## config.mk

```make
export PLATFORM = sky130hd
export DESIGN_NAME = drive_fault_alarm_manager
export DESIGN_NICKNAME = d
export VERILOG_FILES = /design/src/inc/fault_alarm_pkg.sv /design/src/hdl/drive_fault_alarm_manager.sv
export SDC_FILE = /design/constraint.sdc
export NUM_CORES = 1
export LEC_CHECK = 0
export BUFFER_PORTS_ARGS = -buffer_cell sky130_fd_sc_hd__buf_2
export CAP_MARGIN = 25
export CORE_MARGIN = 2
export CORE_UTILIZATION = 50
export CTS_BUF_LIST = sky130_fd_sc_hd__clkbuf_8
export CTS_CLUSTER_DIAMETER = 200
export DETAILED_ROUTE_END_ITERATION = 16
export HOLD_SLACK_MARGIN = 0.03
export PLACE_DENSITY = 0.72
export SLEW_MARGIN = 10
export SYNTH_ARGS = -nofsm -noshare
export SYNTH_HDL_FRONTEND = slang
export SYNTH_SLANG_ARGS = --single-unit
```

## constraint.sdc

```tcl
create_clock -name clk -period 2.66 [get_ports clk]
set_input_delay 0.532 -clock clk [delete_from_list [all_inputs] [get_ports clk]]
set_output_delay 0.532 -clock clk [all_outputs]
set_load 0.01 [all_outputs]
```

## src/inc/fault_alarm_pkg.sv

```systemverilog
// Package: constants and types for the drive fault and alarm manager
package fault_alarm_pkg;
  // ==========================================
  // Sizes
  localparam int NUM_DET = 8;
  localparam int NUM_TUNE = 4;
  localparam int NUM_CONTACT = 3;
  // ==========================================
  // Register offsets
  localparam logic [7:0] OFF_CTRL = 8'h00;
  localparam logic [7:0] OFF_CONTACT = 8'h04;
  localparam logic [7:0] OFF_STATUS = 8'h08;
  localparam logic [7:0] OFF_IRQ_STAT = 8'h0c;
  localparam logic [7:0] OFF_IRQ_MASK = 8'h10;
  localparam logic [7:0] OFF_DETAIL = 8'h14;
  // Control bit positions
  localparam int CTRL_RUN = 0;
  localparam int CTRL_STOP_LSB = 1;
  localparam int CTRL_TUNE = 3;
  localparam int CTRL_RESET = 4;
  // ==========================================
  // Reset values
  localparam logic [23:0] CONTACT_RST = 24'h000000;
  localparam logic [4:0] MASK_RST = 5'h00;
  // ==========================================
  // Contact output function codes
  localparam logic [7:0] FUNC_FAULT = 8'h0e;
  localparam logic [7:0] FUNC_MINOR = 8'h10;
  // Operator display codes
  localparam logic [7:0] CODE_NONE = 8'h00;
  localparam logic [7:0] CODE_FAULT = 8'h10;
  localparam logic [7:0] CODE_MINOR = 8'h20;
  localparam logic [7:0] CODE_ALARM = 8'h30;
  localparam logic [7:0] CODE_OPERR = 8'h40;
  localparam logic [7:0] CODE_TUNE = 8'h50;
  // Stop method
  localparam logic [1:0] STOP_COAST = 2'h0;
  localparam logic [1:0] STOP_RAMP = 2'h1;
  // ==========================================
  // Timing
  localparam int CLK_KHZ = 100000;
  localparam int FLASH_HALF_MS = 250;
  localparam int FLASH_HALF_CYC = FLASH_HALF_MS * CLK_KHZ;
  // ==========================================
  // Types
  typedef struct packed {
    logic [1:0] stopSel;
    logic runReq;
  } ctrl_t;
  typedef struct packed {
    logic fault;
    logic minor;
    logic alarm;
    logic opErr;
    logic tune;
  } cond_t;
endpackage

```

## src/hdl/drive_fault_alarm_manager.sv

```systemverilog
// Fault, alarm and error class manager for a motor drive
module drive_fault_alarm_manager #(
  parameter int FLASH_HALF = fault_alarm_pkg::FLASH_HALF_CYC
) (
  input wire logic clk,
  input wire logic rst,
  input wire logic [7:0] addr,
  input wire logic [31:0] wdata,
  input wire logic wrStb,
  input wire logic rdStb,
  output logic [31:0] rdata,
  input wire logic [7:0] faultDet,
  input wire logic [7:0] minorDet,
  input wire logic [7:0] alarmDet,
  input wire logic cfgConflict,
  input wire logic [3:0] tuneErrDet,
  input wire logic tuneDone,
  input wire logic rampDone,
  output logic [7:0] displayCode,
  output logic alarmLamp,
  output logic [2:0] contactOut,
  output logic driveEnable,
  output logic rampStop,
  output logic tuneActive,
  output logic irq
);
  typedef enum logic [1:0] {ST_STOP, ST_RUN, ST_RAMP} state_t;
  function automatic logic [2:0] firstIdx(input logic [7:0] v);
    firstIdx = 3'h0;
    for (int i = 7; i >= 0; i--)
      if (v[i])
        firstIdx = i[2:0];
  endfunction
  fault_alarm_pkg::ctrl_t ctrl_q;
  logic [23:0] contactSel_q;
  logic [4:0] irqMask_q;
  fault_alarm_pkg::cond_t irqStat_q, irqStat_d, condNow, condPrev_q;
  logic [7:0] faultLatch_q, minor_q, alarm_q;
  logic [3:0] tuneErr_q;
  logic opErr_q;
  state_t state_q, state_d;
  logic [31:0] flashCnt_q;
  logic flashPh_q;
  logic faultAny, minorAny, alarmAny, tuneErrAny, newTuneErr;
  logic ctrlWr, faultRst, tuneStart, runOk;
  assign ctrlWr = wrStb && (addr == fault_alarm_pkg::OFF_CTRL);
  assign faultRst = ctrlWr && wdata[fault_alarm_pkg::CTRL_RESET];
  assign tuneStart = ctrlWr && wdata[fault_alarm_pkg::CTRL_TUNE];
  assign faultAny = |faultLatch_q;
  assign minorAny = |minor_q;
  assign alarmAny = |alarm_q;
  assign tuneErrAny = |tuneErr_q;
  assign newTuneErr = tuneActive && (|tuneErrDet);
  // ==========================================
  // Register writes
  always_ff @(posedge clk) begin
    if (rst) begin
      ctrl_q <= '0;
      contactSel_q <= fault_alarm_pkg::CONTACT_RST;
      irqMask_q <= fault_alarm_pkg::MASK_RST;
    end else if (wrStb) begin
      if (addr == fault_alarm_pkg::OFF_CTRL) begin
        ctrl_q.runReq <= wdata[fault_alarm_pkg::CTRL_RUN];
        ctrl_q.stopSel <= wdata[fault_alarm_pkg::CTRL_STOP_LSB +: 2];
      end else if (addr == fault_alarm_pkg::OFF_CONTACT) begin
        contactSel_q <= wdata[23:0];
      end else if (addr == fault_alarm_pkg::OFF_IRQ_MASK) begin
        irqMask_q <= wdata[4:0];
      end
    end
  end
  // ==========================================
  // Condition capture
  always_ff @(posedge clk) begin
    if (rst) begin
      faultLatch_q <= 8'h00;
      minor_q <= 8'h00;
      alarm_q <= 8'h00;
      opErr_q <= 1'b0;
    end else begin
      // latch until reset; new detection beats the reset
      faultLatch_q <= faultDet | (faultRst ? 8'h00 : faultLatch_q);
      minor_q <= minorDet;
      alarm_q <= alarmDet;
      opErr_q <= cfgConflict;
    end
  end
  // ==========================================
  // Auto-tuning
  always_ff @(posedge clk) begin
    if (rst) begin
      tuneActive <= 1'b0;
      tuneErr_q <= 4'h0;
    end else begin
      // tuning errors cleared only by a fresh start
      if (tuneStart) begin
        tuneErr_q <= 4'h0;
        tuneActive <= !faultAny && !opErr_q;
      end else begin
        // errors only raised while tuning runs
        if (tuneActive)
          tuneErr_q <= tuneErr_q | tuneErrDet;
        if (tuneDone || newTuneErr || faultAny)
          tuneActive <= 1'b0;
      end
    end
  end
  // ==========================================
  // Drive output sequencing
  // run permission
  assign runOk = (ctrl_q.runReq || tuneActive) && !faultAny &&
                 !opErr_q && !tuneErrAny && !newTuneErr;
  always_comb begin
    state_d = state_q;
    case (state_q)
      ST_STOP: begin
        if (runOk && faultDet == 8'h00)
          state_d = ST_RUN;
      end
      ST_RUN: begin
        if (|faultDet || faultAny) begin
          if (ctrl_q.stopSel == fault_alarm_pkg::STOP_RAMP)
            state_d = ST_RAMP;
          else
            state_d = ST_STOP;
        end else if (!runOk) begin
          // minor faults never reach this term
          state_d = ST_STOP;
        end
      end
      ST_RAMP: begin
        // tuning error coasts even mid ramp
        if (rampDone || newTuneErr)
          state_d = ST_STOP;
      end
      default: state_d = ST_STOP;
    endcase
  end
  always_ff @(posedge clk) begin
    if (rst) begin
      state_q <= ST_STOP;
      driveEnable <= 1'b0;
      rampStop <= 1'b0;
    end else begin
      state_q <= state_d;
      driveEnable <= (state_d != ST_STOP);
      rampStop <= (state_d == ST_RAMP);
    end
  end
  // ==========================================
  // Operator display and lamp
  // Half period is long; parameter lets simulation shorten it
  always_ff @(posedge clk) begin
    if (rst) begin
      flashCnt_q <= 32'h0;
      flashPh_q <= 1'b0;
    end else if (flashCnt_q >= 32'(FLASH_HALF - 1)) begin
      flashCnt_q <= 32'h0;
      flashPh_q <= !flashPh_q;
    end else begin
      flashCnt_q <= flashCnt_q + 32'h1;
    end
  end
  always_ff @(posedge clk) begin
    if (rst) begin
      displayCode <= fault_alarm_pkg::CODE_NONE;
      alarmLamp <= 1'b0;
    end else begin
      if (faultAny) begin
        displayCode <= fault_alarm_pkg::CODE_FAULT +
                       {5'h0, firstIdx(faultLatch_q)};
      end else if (opErr_q) begin
        displayCode <= fault_alarm_pkg::CODE_OPERR;
      end else if (tuneErrAny) begin
        displayCode <= fault_alarm_pkg::CODE_TUNE +
                       {5'h0, firstIdx({4'h0, tuneErr_q})};
      end else if (minorAny) begin
        displayCode <= fault_alarm_pkg::CODE_MINOR +
                       {5'h0, firstIdx(minor_q)};
      end else if (alarmAny) begin
        displayCode <= fault_alarm_pkg::CODE_ALARM +
                       {5'h0, firstIdx(alarm_q)};
      end else begin
        displayCode <= fault_alarm_pkg::CODE_NONE;
      end
      if (faultAny)
        alarmLamp <= 1'b1;
      else if (minorAny || alarmAny)
        alarmLamp <= flashPh_q;
      else
        alarmLamp <= 1'b0;
    end
  end
  // ==========================================
  // Contact outputs
  // errors have no path here
  always_ff @(posedge clk) begin
    if (rst) begin
      contactOut <= 3'h0;
    end else begin
      for (int i = 0; i < fault_alarm_pkg::NUM_CONTACT; i++) begin
        if (contactSel_q[i*8 +: 8] == fault_alarm_pkg::FUNC_FAULT)
          contactOut[i] <= faultAny;
        else if (contactSel_q[i*8 +: 8] == fault_alarm_pkg::FUNC_MINOR)
          contactOut[i] <= minorAny;
        else
          contactOut[i] <= 1'b0;
      end
    end
  end
  // ==========================================
  // Interrupts and read port
  assign condNow = '{faultAny, minorAny, alarmAny, opErr_q, tuneErrAny};
  always_comb begin
    irqStat_d = irqStat_q;
    if (rdStb && addr == fault_alarm_pkg::OFF_IRQ_STAT)
      irqStat_d = '0;
    // Set after clear so a coincident event survives
    irqStat_d = irqStat_d | (condNow & ~condPrev_q);
  end
  always_ff @(posedge clk) begin
    if (rst) begin
      condPrev_q <= '0;
      irqStat_q <= '0;
      irq <= 1'b0;
      rdata <= 32'h0;
    end else begin
      condPrev_q <= condNow;
      irqStat_q <= irqStat_d;
      irq <= |(irqStat_d & irqMask_q);
      if (!rdStb) begin
        rdata <= 32'h0;
      end else if (addr == fault_alarm_pkg::OFF_CTRL) begin
        rdata <= {29'h0, ctrl_q};
      end else if (addr == fault_alarm_pkg::OFF_CONTACT) begin
        rdata <= {8'h0, contactSel_q};
      end else if (addr == fault_alarm_pkg::OFF_STATUS) begin
        rdata <= {16'h0, displayCode, tuneActive, rampStop,
                  driveEnable, condNow};
      end else if (addr == fault_alarm_pkg::OFF_IRQ_STAT) begin
        rdata <= {27'h0, irqStat_q};
      end else if (addr == fault_alarm_pkg::OFF_IRQ_MASK) begin
        rdata <= {27'h0, irqMask_q};
      end else if (addr == fault_alarm_pkg::OFF_DETAIL) begin
        rdata <= {4'h0, tuneErr_q, alarm_q, minor_q, faultLatch_q};
      end else begin
        rdata <= 32'h0;
      end
    end
  end

  logic contactWr;
  assign contactWr = wrStb && addr == fault_alarm_pkg::OFF_CONTACT;
endmodule

```

==> metrics.yaml, run 1 <==
status: "complete, no violations"
cts_tree: "built"
seqCellArea_sq_mm: 0.002963
clk_latency_ns: 0.44
synth-seq-cells: 148
hold_path_class: "primary input to register"
synth_cells: 656
ys_seq_area_share_pct: 50.39
cp-end-kind: "register"
via_per_inst: 5.459
path_class: "register to register"
nNetsFinal: 853
vias: 5093
gr-usage-all-layers_pct: 23.40
num_rows: 39
synth_edf_count: 0
grt_antenna_before_repair: 0
grt_pass1_wl_mm: 23.25
cts_resized: 0
routed_wirelength_mm: 14.69
die_area_sq_mm: 0.01264
io_buffers: 108
synthFlopType: "dfxtp_1"
postCtsSetupBuffers: 0
r2r_setup_slack_ns: 0.56
cts_buffer_depth: 2
setup_viol: 0
cp_max_fo: 19
final_cell_mix: "dfxtp_1 (148), buf_2 (108), nand2_1 (91)"
synth_area_sq_mm: 0.005879
drive_gt1_share_pct: 21.55
tns_ns: 0
grt_max_degree: 34
layout_commonest_cell: "dfxtp_1"
period_share_pct: 78.95
core-area_sq_mm: 0.01147
avgSynthCellArea_sq_um: 8.962
slew-limit-headroom_pct: 57.57
synth_warnings: 0
tightest_slew_ns: 0.6306
synth_cell_types: 59
syn_to_final_growth_pct: 18.66
pin_count: 123
clock_skew_ns: 0.008415
multi_input_area_sq_mm: 0.002733
start_kind: "register"
numCtsBuffers: 17
wl_per_cell_um: 15.75
power.density_mw_per_mm2: 604.1
final_antenna_net_count: 0
first_global_vias: 4797
h-tree-depth: 4
rsz0062_at_grt: "false"
cap_viol_max_count: 0
fillers: 996
clk_pin_slew_ns: 0.08
route.detailed.drc: 0
timing.fmax_mhz: 476.2
die_h_um: 112.4
hold_ws_ns: 0.2972
maxSlewViolCount: 0
initial_utilization_pct: 51.27
fin_util_pct: 60.84
hold_viol: 0
arrival_ns: 2.48
gp_congestion: 0.8819
ir_drop_uv: 486.7
cts.sinks: 148
async_reset_ff_share_pct: 0
root_buffer: "clkbuf_8"
holdBufCountCts: 0
min_period_ns: 2.100
leakage_nw: 2.746
dr.first_iter.drc_count: 356
crit_required_ns: 3.04
dp_hpwl_mm: 11.09
die_w_um: 112.4
dr.pass1.iters: 5
overflow: 0
-- Yosys cell counts (3+ instances only) --
cell type	count	share of area (%)
dfxtp_1	148	50
nand2_1	91	5.8
nor2_1	73	4.7
a21oi_1	67	5.7
nor2b_1	24	2.6
nand3_1	22	1.9
clkbuf_1	19	1.2
nor4_1	14	1.5
a22oi_1	13	1.7
nor3_1	12	1.0
xnor2_1	12	1.8
and2_1	11	1.2
o21ai_0	11	0.94
xor2_1	11	1.6
a22o_1	10	1.5
inv_1	8	0.51
or4_1	8	1.0
buf_4	7	0.89
nor4b_1	7	1.0
mux2i_1	6	1.0
and3_1	5	0.53
buf_2	5	0.43
nand2b_1	5	0.53
nand4_1	5	0.53
a211oi_1	4	0.51
and4_1	4	0.60
mux2_2	4	0.77
nand4b_1	4	0.60
buf_1	3	0.19
nand3b_1	3	0.38
o211ai_1	3	0.38
o21bai_1	3	0.38
o31ai_1	3	0.38
-- state kept, by name, summed over array words and instances, names as in the netlist, 2 cells and up --
register	cells
flashCnt_q	32
irqMask_q	5
rdata	28
minor_q	8
alarm_q	8
tuneErr_q	4
state_q	2
condPrev_q	5
contactSel_q	24
irqStat_q	5
faultLatch_q	8
displayCode	6
ctrl_q	3
contactOut	3
-- metal layers --
layer	routed length (um)	GRT usage, %
met5	0	0
met4	259	8.862
met3	1053	7.127
met2	7089	38.31
met1	6290	29.22
-- layout make-up --
type	count	area share (%)
clock inverters	11	1.596
multi-input cells	475	39.17
diodes	1	0.03587
inverters	8	0.4304
repair buffers	127	9.792
flip-flops and latches	148	42.47
clock buffers	20	3.945
well taps	143	2.565
-- worst max-delay path: stages, from the launching register on --
cell      delay (ns)
dfxtp_1         0.33
ha_1            0.24
and4_1          0.28
a2111o_1        0.47
a31oi_4         0.26
o31ai_4         0.11
buf_4           0.22
nor2_1          0.11
-- power breakdown --
group	switching, W	internal (W)	leakage [nW]
clock	0.000786	0.000890	0.203
sequential	0.0000458	0.00226	1.21
combinational	0.000130	0.000102	1.34
-- through the flow --
| step | std cells | instance area [sq um] | power, W | worst slack [ns] |
|---|---|---|---|---|
| floorplan | 668 | 5924 | 0.002471 | 0.5154 |
| global placement | 901 | 6588 | 0.002579 | 0.2673 |
| detailed placement | 901 | 6588 | 0.002586 | 0.2403 |
| CTS | 932 | 6974 | 0.004250 | 0.5405 |
| global route | 932 | 6974 | 0.004374 | 0.4477 |
| finish | 933 | 6977 | 0.004215 | 0.5600 |
-- final timing paths --
| path | startpoint | to | cells past startpoint |
|---|---|---|---|
| worst max-delay path | flashCnt_q[0] | flashCnt_q[7] | 7 |
| worst min-delay path | alarmDet[7] | alarm_q[7] | 2 |
| worst max register to register | flashCnt_q[0] | flashCnt_q[7] | 7 |
| worst min register to register | flashCnt_q[0] | flashCnt_q[0] | 1 |
-- cells by family (layout without fill, tap and decap cells) --
| logic type | after synthesis | count (layout) | share of synthesized area (%) |
|---|---|---|---|
| and+or+nand+nor | 298 | 298 | 25.56 |
| xor gates and xnor gates | 23 | 23 | 3.426 |
| muxes | 12 | 12 | 2.554 |
| adders and majority gates | 1 | 1 | 0.2128 |
| other | 1 | 14 | 0.06378 |
| DFF | 148 | 148 | 50.39 |
| AOI/OAI and AO/OA | 128 | 128 | 13.90 |
| buffers and inverters | 45 | 166 | 3.894 |
Power figures use the tool's default switching activity.
==> inputs of run 2 (changes only) <==
--- a/config.mk
+++ b/config.mk
@@ -5,6 +5,7 @@
 export SDC_FILE = /design/constraint.sdc
 export NUM_CORES = 1
 export LEC_CHECK = 0
+export ABC_AREA = 1
 export BUFFER_PORTS_ARGS = -buffer_cell sky130_fd_sc_hd__buf_2
 export CAP_MARGIN = 25
 export CORE_MARGIN = 2
@@ -13,7 +14,7 @@
 export CTS_CLUSTER_DIAMETER = 200
 export DETAILED_ROUTE_END_ITERATION = 16
 export HOLD_SLACK_MARGIN = 0.03
-export PLACE_DENSITY = 0.72
+export PLACE_DENSITY = 0.71
 export SLEW_MARGIN = 10
 export SYNTH_ARGS = -nofsm -noshare
 export SYNTH_HDL_FRONTEND = slang
==> constraint.sdc (replaced) <==
create_clock -name clk -period 2.1 [get_ports clk]
set_input_delay 0.42 -clock clk [delete_from_list [all_inputs] [get_ports clk]]
set_output_delay 0.42 -clock clk [all_outputs]
set_load 0.01 [all_outputs]
==> run 2 against run 1 <==
Effect of this change: register-to-register slack got worse by 0.19 ns; count of clock-buffer cells in the layout rose by 1; worst hold slack got worse by 0.12 ns; clock power rose by 30%; critical path type unchanged; largest cell class unchanged; largest power group unchanged; highest routed layer unchanged.
==> metrics.yaml, run 2 <==
status: "complete, no violations"
r2r_setup_slack_ns: 0.37
synth_area_sq_mm: 0.006198
fillers: 1129
synth_cell_types: 44
seqCellArea_sq_mm: 0.002963
leakage_nw: 3.416
setup_viol: 0
via_per_inst: 4.871
rsz0062_at_grt: "false"
min_to: "minor_q[4]"
timing.fmax_mhz: 578.3
yosys.area.top_type: "dfxtp_1"
dr.first_iter.drc_count: 463
multi_input_area_sq_mm: 0.002566
pin_count: 123
first_global_vias: 4984
maxSlewViolCount: 0
cp_max_fo: 5
top_register: "flashCnt_q"
path_class: "register to register"
dp_hpwl_mm: 11.41
min_path_cells: 3
tightest_slew_ns: 0.6636
slew-limit-headroom_pct: 55.18
final_cell_mix: "dfxtp_1 (148), inv_1 (146), nor2_1 (131)"
hold_path_class: "primary input to register"
synthFlopType: "dfxtp_1"
tns_ns: 0
wl_per_cell_um: 13.23
final_cell_area_sq_mm: 0.007363
cap_viol_max_count: 0
cp-end-kind: "register"
core-area_sq_mm: 0.01206
synth-seq-cells: 148
holdBufCountCts: 0
hold_ws_ns: 0.1724
cts.sinks: 148
largest_reg_flops: 32
r2r-start: "tuneErr_q[1]"
nNetsFinal: 1039
period_share_pct: 82.34
top_regs: "flashCnt_q (32), rdata (28), contactSel_q (24)"
num_rows: 40
dp_slack_ns: 0.1014
clk_latency_ns: 0.44
root_buffer: "clkbuf_8"
cts_buffer_depth: 2
n_antenna_cell: 0
syn_to_final_growth_pct: 18.79
vias: 5567
routed_wirelength_mm: 15.13
grt_max_degree: 42
die_h_um: 115.3
synthMostInstantiatedCell: "dfxtp_1"
start_kind: "register"
gp_congestion: 0.9380
dr.pass1.iters: 6
reg2reg_depth: 9
numCtsBuffers: 17
synth_edf_count: 0
die_area_sq_mm: 0.01330
synth_top_area_share_pct: 47.80
rr_endpoint: "irq"
hold_viol: 0
hold_start: "minorDet[4]"
grt_antenna_before_repair: 0
overflow: 0
avgSynthCellArea_sq_um: 7.414
power.density_mw_per_mm2: 737.5
h-tree-depth: 4
synth_top_cells_by_area: "dfxtp_1 (48%), inv_1 (8.7%), nor2_1 (7.9%)"
drive_gt1_share_pct: 19.59
crit_required_ns: 2.43
min_period_ns: 1.729
arrival_ns: 2.06
clock_skew_ns: 0.008596
initial_utilization_pct: 51.39
final_antenna_net_count: 0
ys_seq_area_share_pct: 47.80
layout_commonest_cell: "dfxtp_1"
gr-usage-all-layers_pct: 23.19
fin_util_pct: 61.05
io_buffers: 108
ir_drop_uv: 457.0
synth_warnings: 0
async_reset_ff_share_pct: 0
grt_pass1_wl_mm: 23.81
clk_pin_slew_ns: 0.08
fin_ws_ns: 0.3709
dpl-instance-area_sq_mm: 0.006962
route.detailed.drc: 0
die_w_um: 115.3
cts_tree: "built"
synth_cells: 836
ys_top_cells_by_count: "dfxtp_1 (148), inv_1 (144), nor2_1 (131)"
-- run 2: changes by cell type after synthesis, sizes merged, moves of 9 or more --
| cell | previous run | this run |
|---|---|---|
| nand3 | 22 | 32 |
| nor4 | 15 | 3 |
| nor2 | 73 | 140 |
| o21ai | 11 | 70 |
| a22o | 10 | 0 |
| and2 | 12 | 0 |
| nor2b | 25 | 0 |
| clkbuf | 21 | 12 |
| a22oi | 13 | 0 |
| inv | 8 | 151 |
| or4 | 9 | 0 |
| nand2 | 91 | 117 |
-- run 2: logic make-up after synthesis --
kind of cell,synth area share (%)
AOI/OAI and AO/OA,14.23
xor gates and xnor gates,1.696
adders and majority gates,0.2018
buffers and inverters,11.61
DFF,47.80
other,0.06050
and+or+nand+nor,24.40
-- run 2: routing by layer --
| layer | GRT usage, % | vias to the layer above | routed length [um] |
|---|---|---|---|
| met4 | 8.273 | 0 | 268 |
| met3 | 5.851 | 21 | 1017 |
| met2 | 36.37 | 179 | 6852 |
| li1 | - | 2871 | - |
| met5 | 0 | - | 0 |
| met1 | 31.07 | 2496 | 6988 |
-- run 2: worst max path at each step --
stage	start	endpoint	slack (ns)	cells past startpoint
after CTS	flashCnt_q[0]	flashCnt_q[15]	0.24	12
after detailed placement	addr[1]	contactSel_q[0]	0.10	9
final	tuneErr_q[1]	irq	0.37	9
after global routing	flashCnt_q[0]	flashCnt_q[15]	0.17	12
after global placement	addr[1]	contactSel_q[0]	0.14	10
after floorplan	flashCnt_q[0]	flashCnt_q[19]	0.60	13
-- run 2: area by class of cell --
cell class | count | area share (%)
Sequential cell | 148 | 40.24
Multi-Input combinational cell | 521 | 34.85
Timing Repair Buffer | 124 | 8.972
Inverter | 151 | 7.698
Clock buffer | 21 | 3.925
Tap cell | 168 | 2.855
Clock inverter | 10 | 1.461
-- run 2: power breakdown --
part           switching (W)  internal, W  total [W]  leakage, nW
registers          0.0000328      0.00286    0.00290         1.21
clock network        0.00103      0.00116    0.00219        0.210
logic               0.000213     0.000132   0.000345         2.00
total                0.00127      0.00416    0.00543         3.42
-- run 2: critical path, stage by stage, from the launching register on --
cell and delay, ns:
dfxtp_1 0.34, nor2_1 0.18, nand3_1 0.30, inv_1 0.24, or2_2 0.15, nand2_1 0.07, nand2_1 0.06, nand3_1 0.08
nor2_1 0.14, nor2_1 0.06
-- run 2: per-stage QoR --
stage	power (W)	cells
6_report	0.005430	1143
4_1_cts	0.005466	1143
3_3_place_gp	0.003296	1112
5_1_grt	0.005638	1143
2_1_floorplan	0.003152	848
3_5_place_dp	0.003300	1112
-- run 2: timing repair --
action,in CTS,in global routing
endpoints found under the setup margin,0,1
gates resized for setup,0,1
setup buffers,0,0
==> inputs of run 3 (changes only) <==
==> constraint.sdc (replaced) <==
create_clock -name clk -period 1.8 [get_ports clk]
set_input_delay 0.36 -clock clk [delete_from_list [all_inputs] [get_ports clk]]
set_output_delay 0.36 -clock clk [all_outputs]
set_load 0.01 [all_outputs]
==> run 3 against run 2 <==
Effect of this change: critical path depth increased by 4; largest power group unchanged; count of clock-buffer cells in the layout decreased by 1; worst hold slack got worse by 0.067 ns; cell count increased by 1.1%; design area increased by 1.9%.
==> metrics.yaml, run 3 (synthesis gave the netlist of run 2 again) <==
io_buffers: 108
root_buffer: "clkbuf_8"
top_register: "flashCnt_q"
n_antenna_cell: 0
switching_power_w: 0.001568
setup_viol: 0
start_kind: "register"
sw_frac_of_total_pct: 23.94
final_cell_mix: "dfxtp_1 (147), inv_1 (145), nor2_1 (131)"
dr.first_iter.drc_count: 481
intPower_w: 0.004984
hold_ws_ns: 0.1053
grt_pass1_wl_mm: 24.07
layout_commonest_cell: "dfxtp_1"
final_antenna_net_count: 0
holdBufCountCts: 0
seqCellArea_sq_mm: 0.002964
pin_count: 123
period_share_pct: 88.81
pwr-share-seq_pct: 51.5
core-area_sq_mm: 0.01206
cp_max_fo: 22
syn_to_final_growth_pct: 21.09
routed_wirelength_mm: 15.16
pwr-share-clk_pct: 42.0
top_regs: "flashCnt_q (32), rdata (28), contactSel_q (24)"
grt_max_degree: 42
dr.pass1.iters: 5
cts_buffer_depth: 2
fillers: 1117
initial_utilization_pct: 51.39
cp-end-kind: "register"
clock_skew_ns: 0.01601
maxSlewViolCount: 0
final_cell_area_sq_mm: 0.007506
grt_antenna_before_repair: 0
hold_path_class: "primary input to register"
clk_latency_ns: 0.45
vias: 5577
die_area_sq_mm: 0.01330
cts.sinks: 148
ir_drop_uv: 698.3
arrival_ns: 1.94
leakage_nw: 3.481
status: "complete, no violations"
largest_reg_flops: 32
p_comb_share_pct: 6.5
wl_per_cell_um: 13.11
die_h_um: 115.3
clk_pin_slew_ns: 0.08
tns_ns: 0
route.detailed.drc: 0
rsz0062_at_grt: "false"
via_per_inst: 4.824
postCtsSetupBuffers: 0
crit_required_ns: 2.14
dp_slack_ns: -0.02830
overflow: 0
slew-limit-headroom_pct: 55.88
gp_congestion: 0.9059
drive_gt1_share_pct: 20.85
die_w_um: 115.3
cap_viol_max_count: 0
num_rows: 40
h-tree-depth: 4
tightest_slew_ns: 0.6532
cts_tree: "built"
min_period_ns: 1.599
r2r_setup_slack_ns: 0.20
dp_hpwl_mm: 11.38
path_class: "register to register"
fin_ws_ns: 0.2015
timing.fmax_mhz: 625.6
hold_viol: 0
gr-usage-all-layers_pct: 23.56
power.density_mw_per_mm2: 873.0
cts_resized: 0
multi_input_area_sq_mm: 0.002561
first_global_vias: 5041
dpl-instance-area_sq_mm: 0.007077
nNetsFinal: 1051
numCtsBuffers: 17
[run 3: changes by cell type in the layout (fill, tap and decap cells not counted), sizes merged]
cell	change
clkbuf	-1
bufinv	+1
buf	+12
clkinvlp	+2
clkinv	-1
[run 3: stage by stage]
stage	power [W]	cells	utilization, %
after floorplan	0.003677	848	-
after global placement	0.003862	1124	58.67
after detailed placement	0.003866	1124	58.67
after CTS	0.006580	1156	62.22
after global routing	0.006810	1156	62.23
final	0.006553	1156	62.23
[run 3: worst max-delay path, stage by stage, from the launching register on]
cell,delay [ns]
dfxtp_2,0.34
ha_1,0.18
inv_1,0.07
nor2_4,0.13
nand2_1,0.10
nand3_1,0.08
nand2_1,0.05
nand2_1,0.06
nand2_1,0.05
nand2_1,0.10
inv_2,0.05
nand2_2,0.07
buf_12,0.16
nor2_1,0.05
[run 3: layout make-up]
| class | count | share of cell area [%] |
|---|---|---|
| clock buffers | 20 | 3.667 |
| well taps | 168 | 2.800 |
| flip-flops and latches | 148 | 39.49 |
| inverters | 151 | 7.551 |
| clock inverters | 12 | 2.034 |
| multi-input cells | 521 | 34.12 |
| repair buffers | 136 | 10.34 |
[run 3: routing by layer]
metal  GRT usage, %  wire (um)  up-vias
met4          8.273        323        0
met2          35.59       6609      193
met5              0          0        -
li1               -          -     2898
met3          7.591       1084       31
met1          31.74       7139     2455
[run 3: worst paths after layout]
check	startpoint	depth (start not counted)	to
hold reg to reg	flashCnt_q[0]	1	flashCnt_q[0]
hold / removal	alarmDet[5]	3	alarm_q[5]
setup / recovery	flashCnt_q[0]	13	flashCnt_q[3]
setup reg to reg	flashCnt_q[0]	13	flashCnt_q[3]
[run 3: power groups by stage]
stage	sequential (W)	clock [W]	combinational, W
floorplan	0.00345	0	0.000232
global placement	0.00345	0	0.000413
detailed placement	0.00345	0	0.000417
CTS	0.00337	0.00279	0.000420
global route	0.00338	0.00296	0.000473
finish	0.00337	0.00276	0.000423
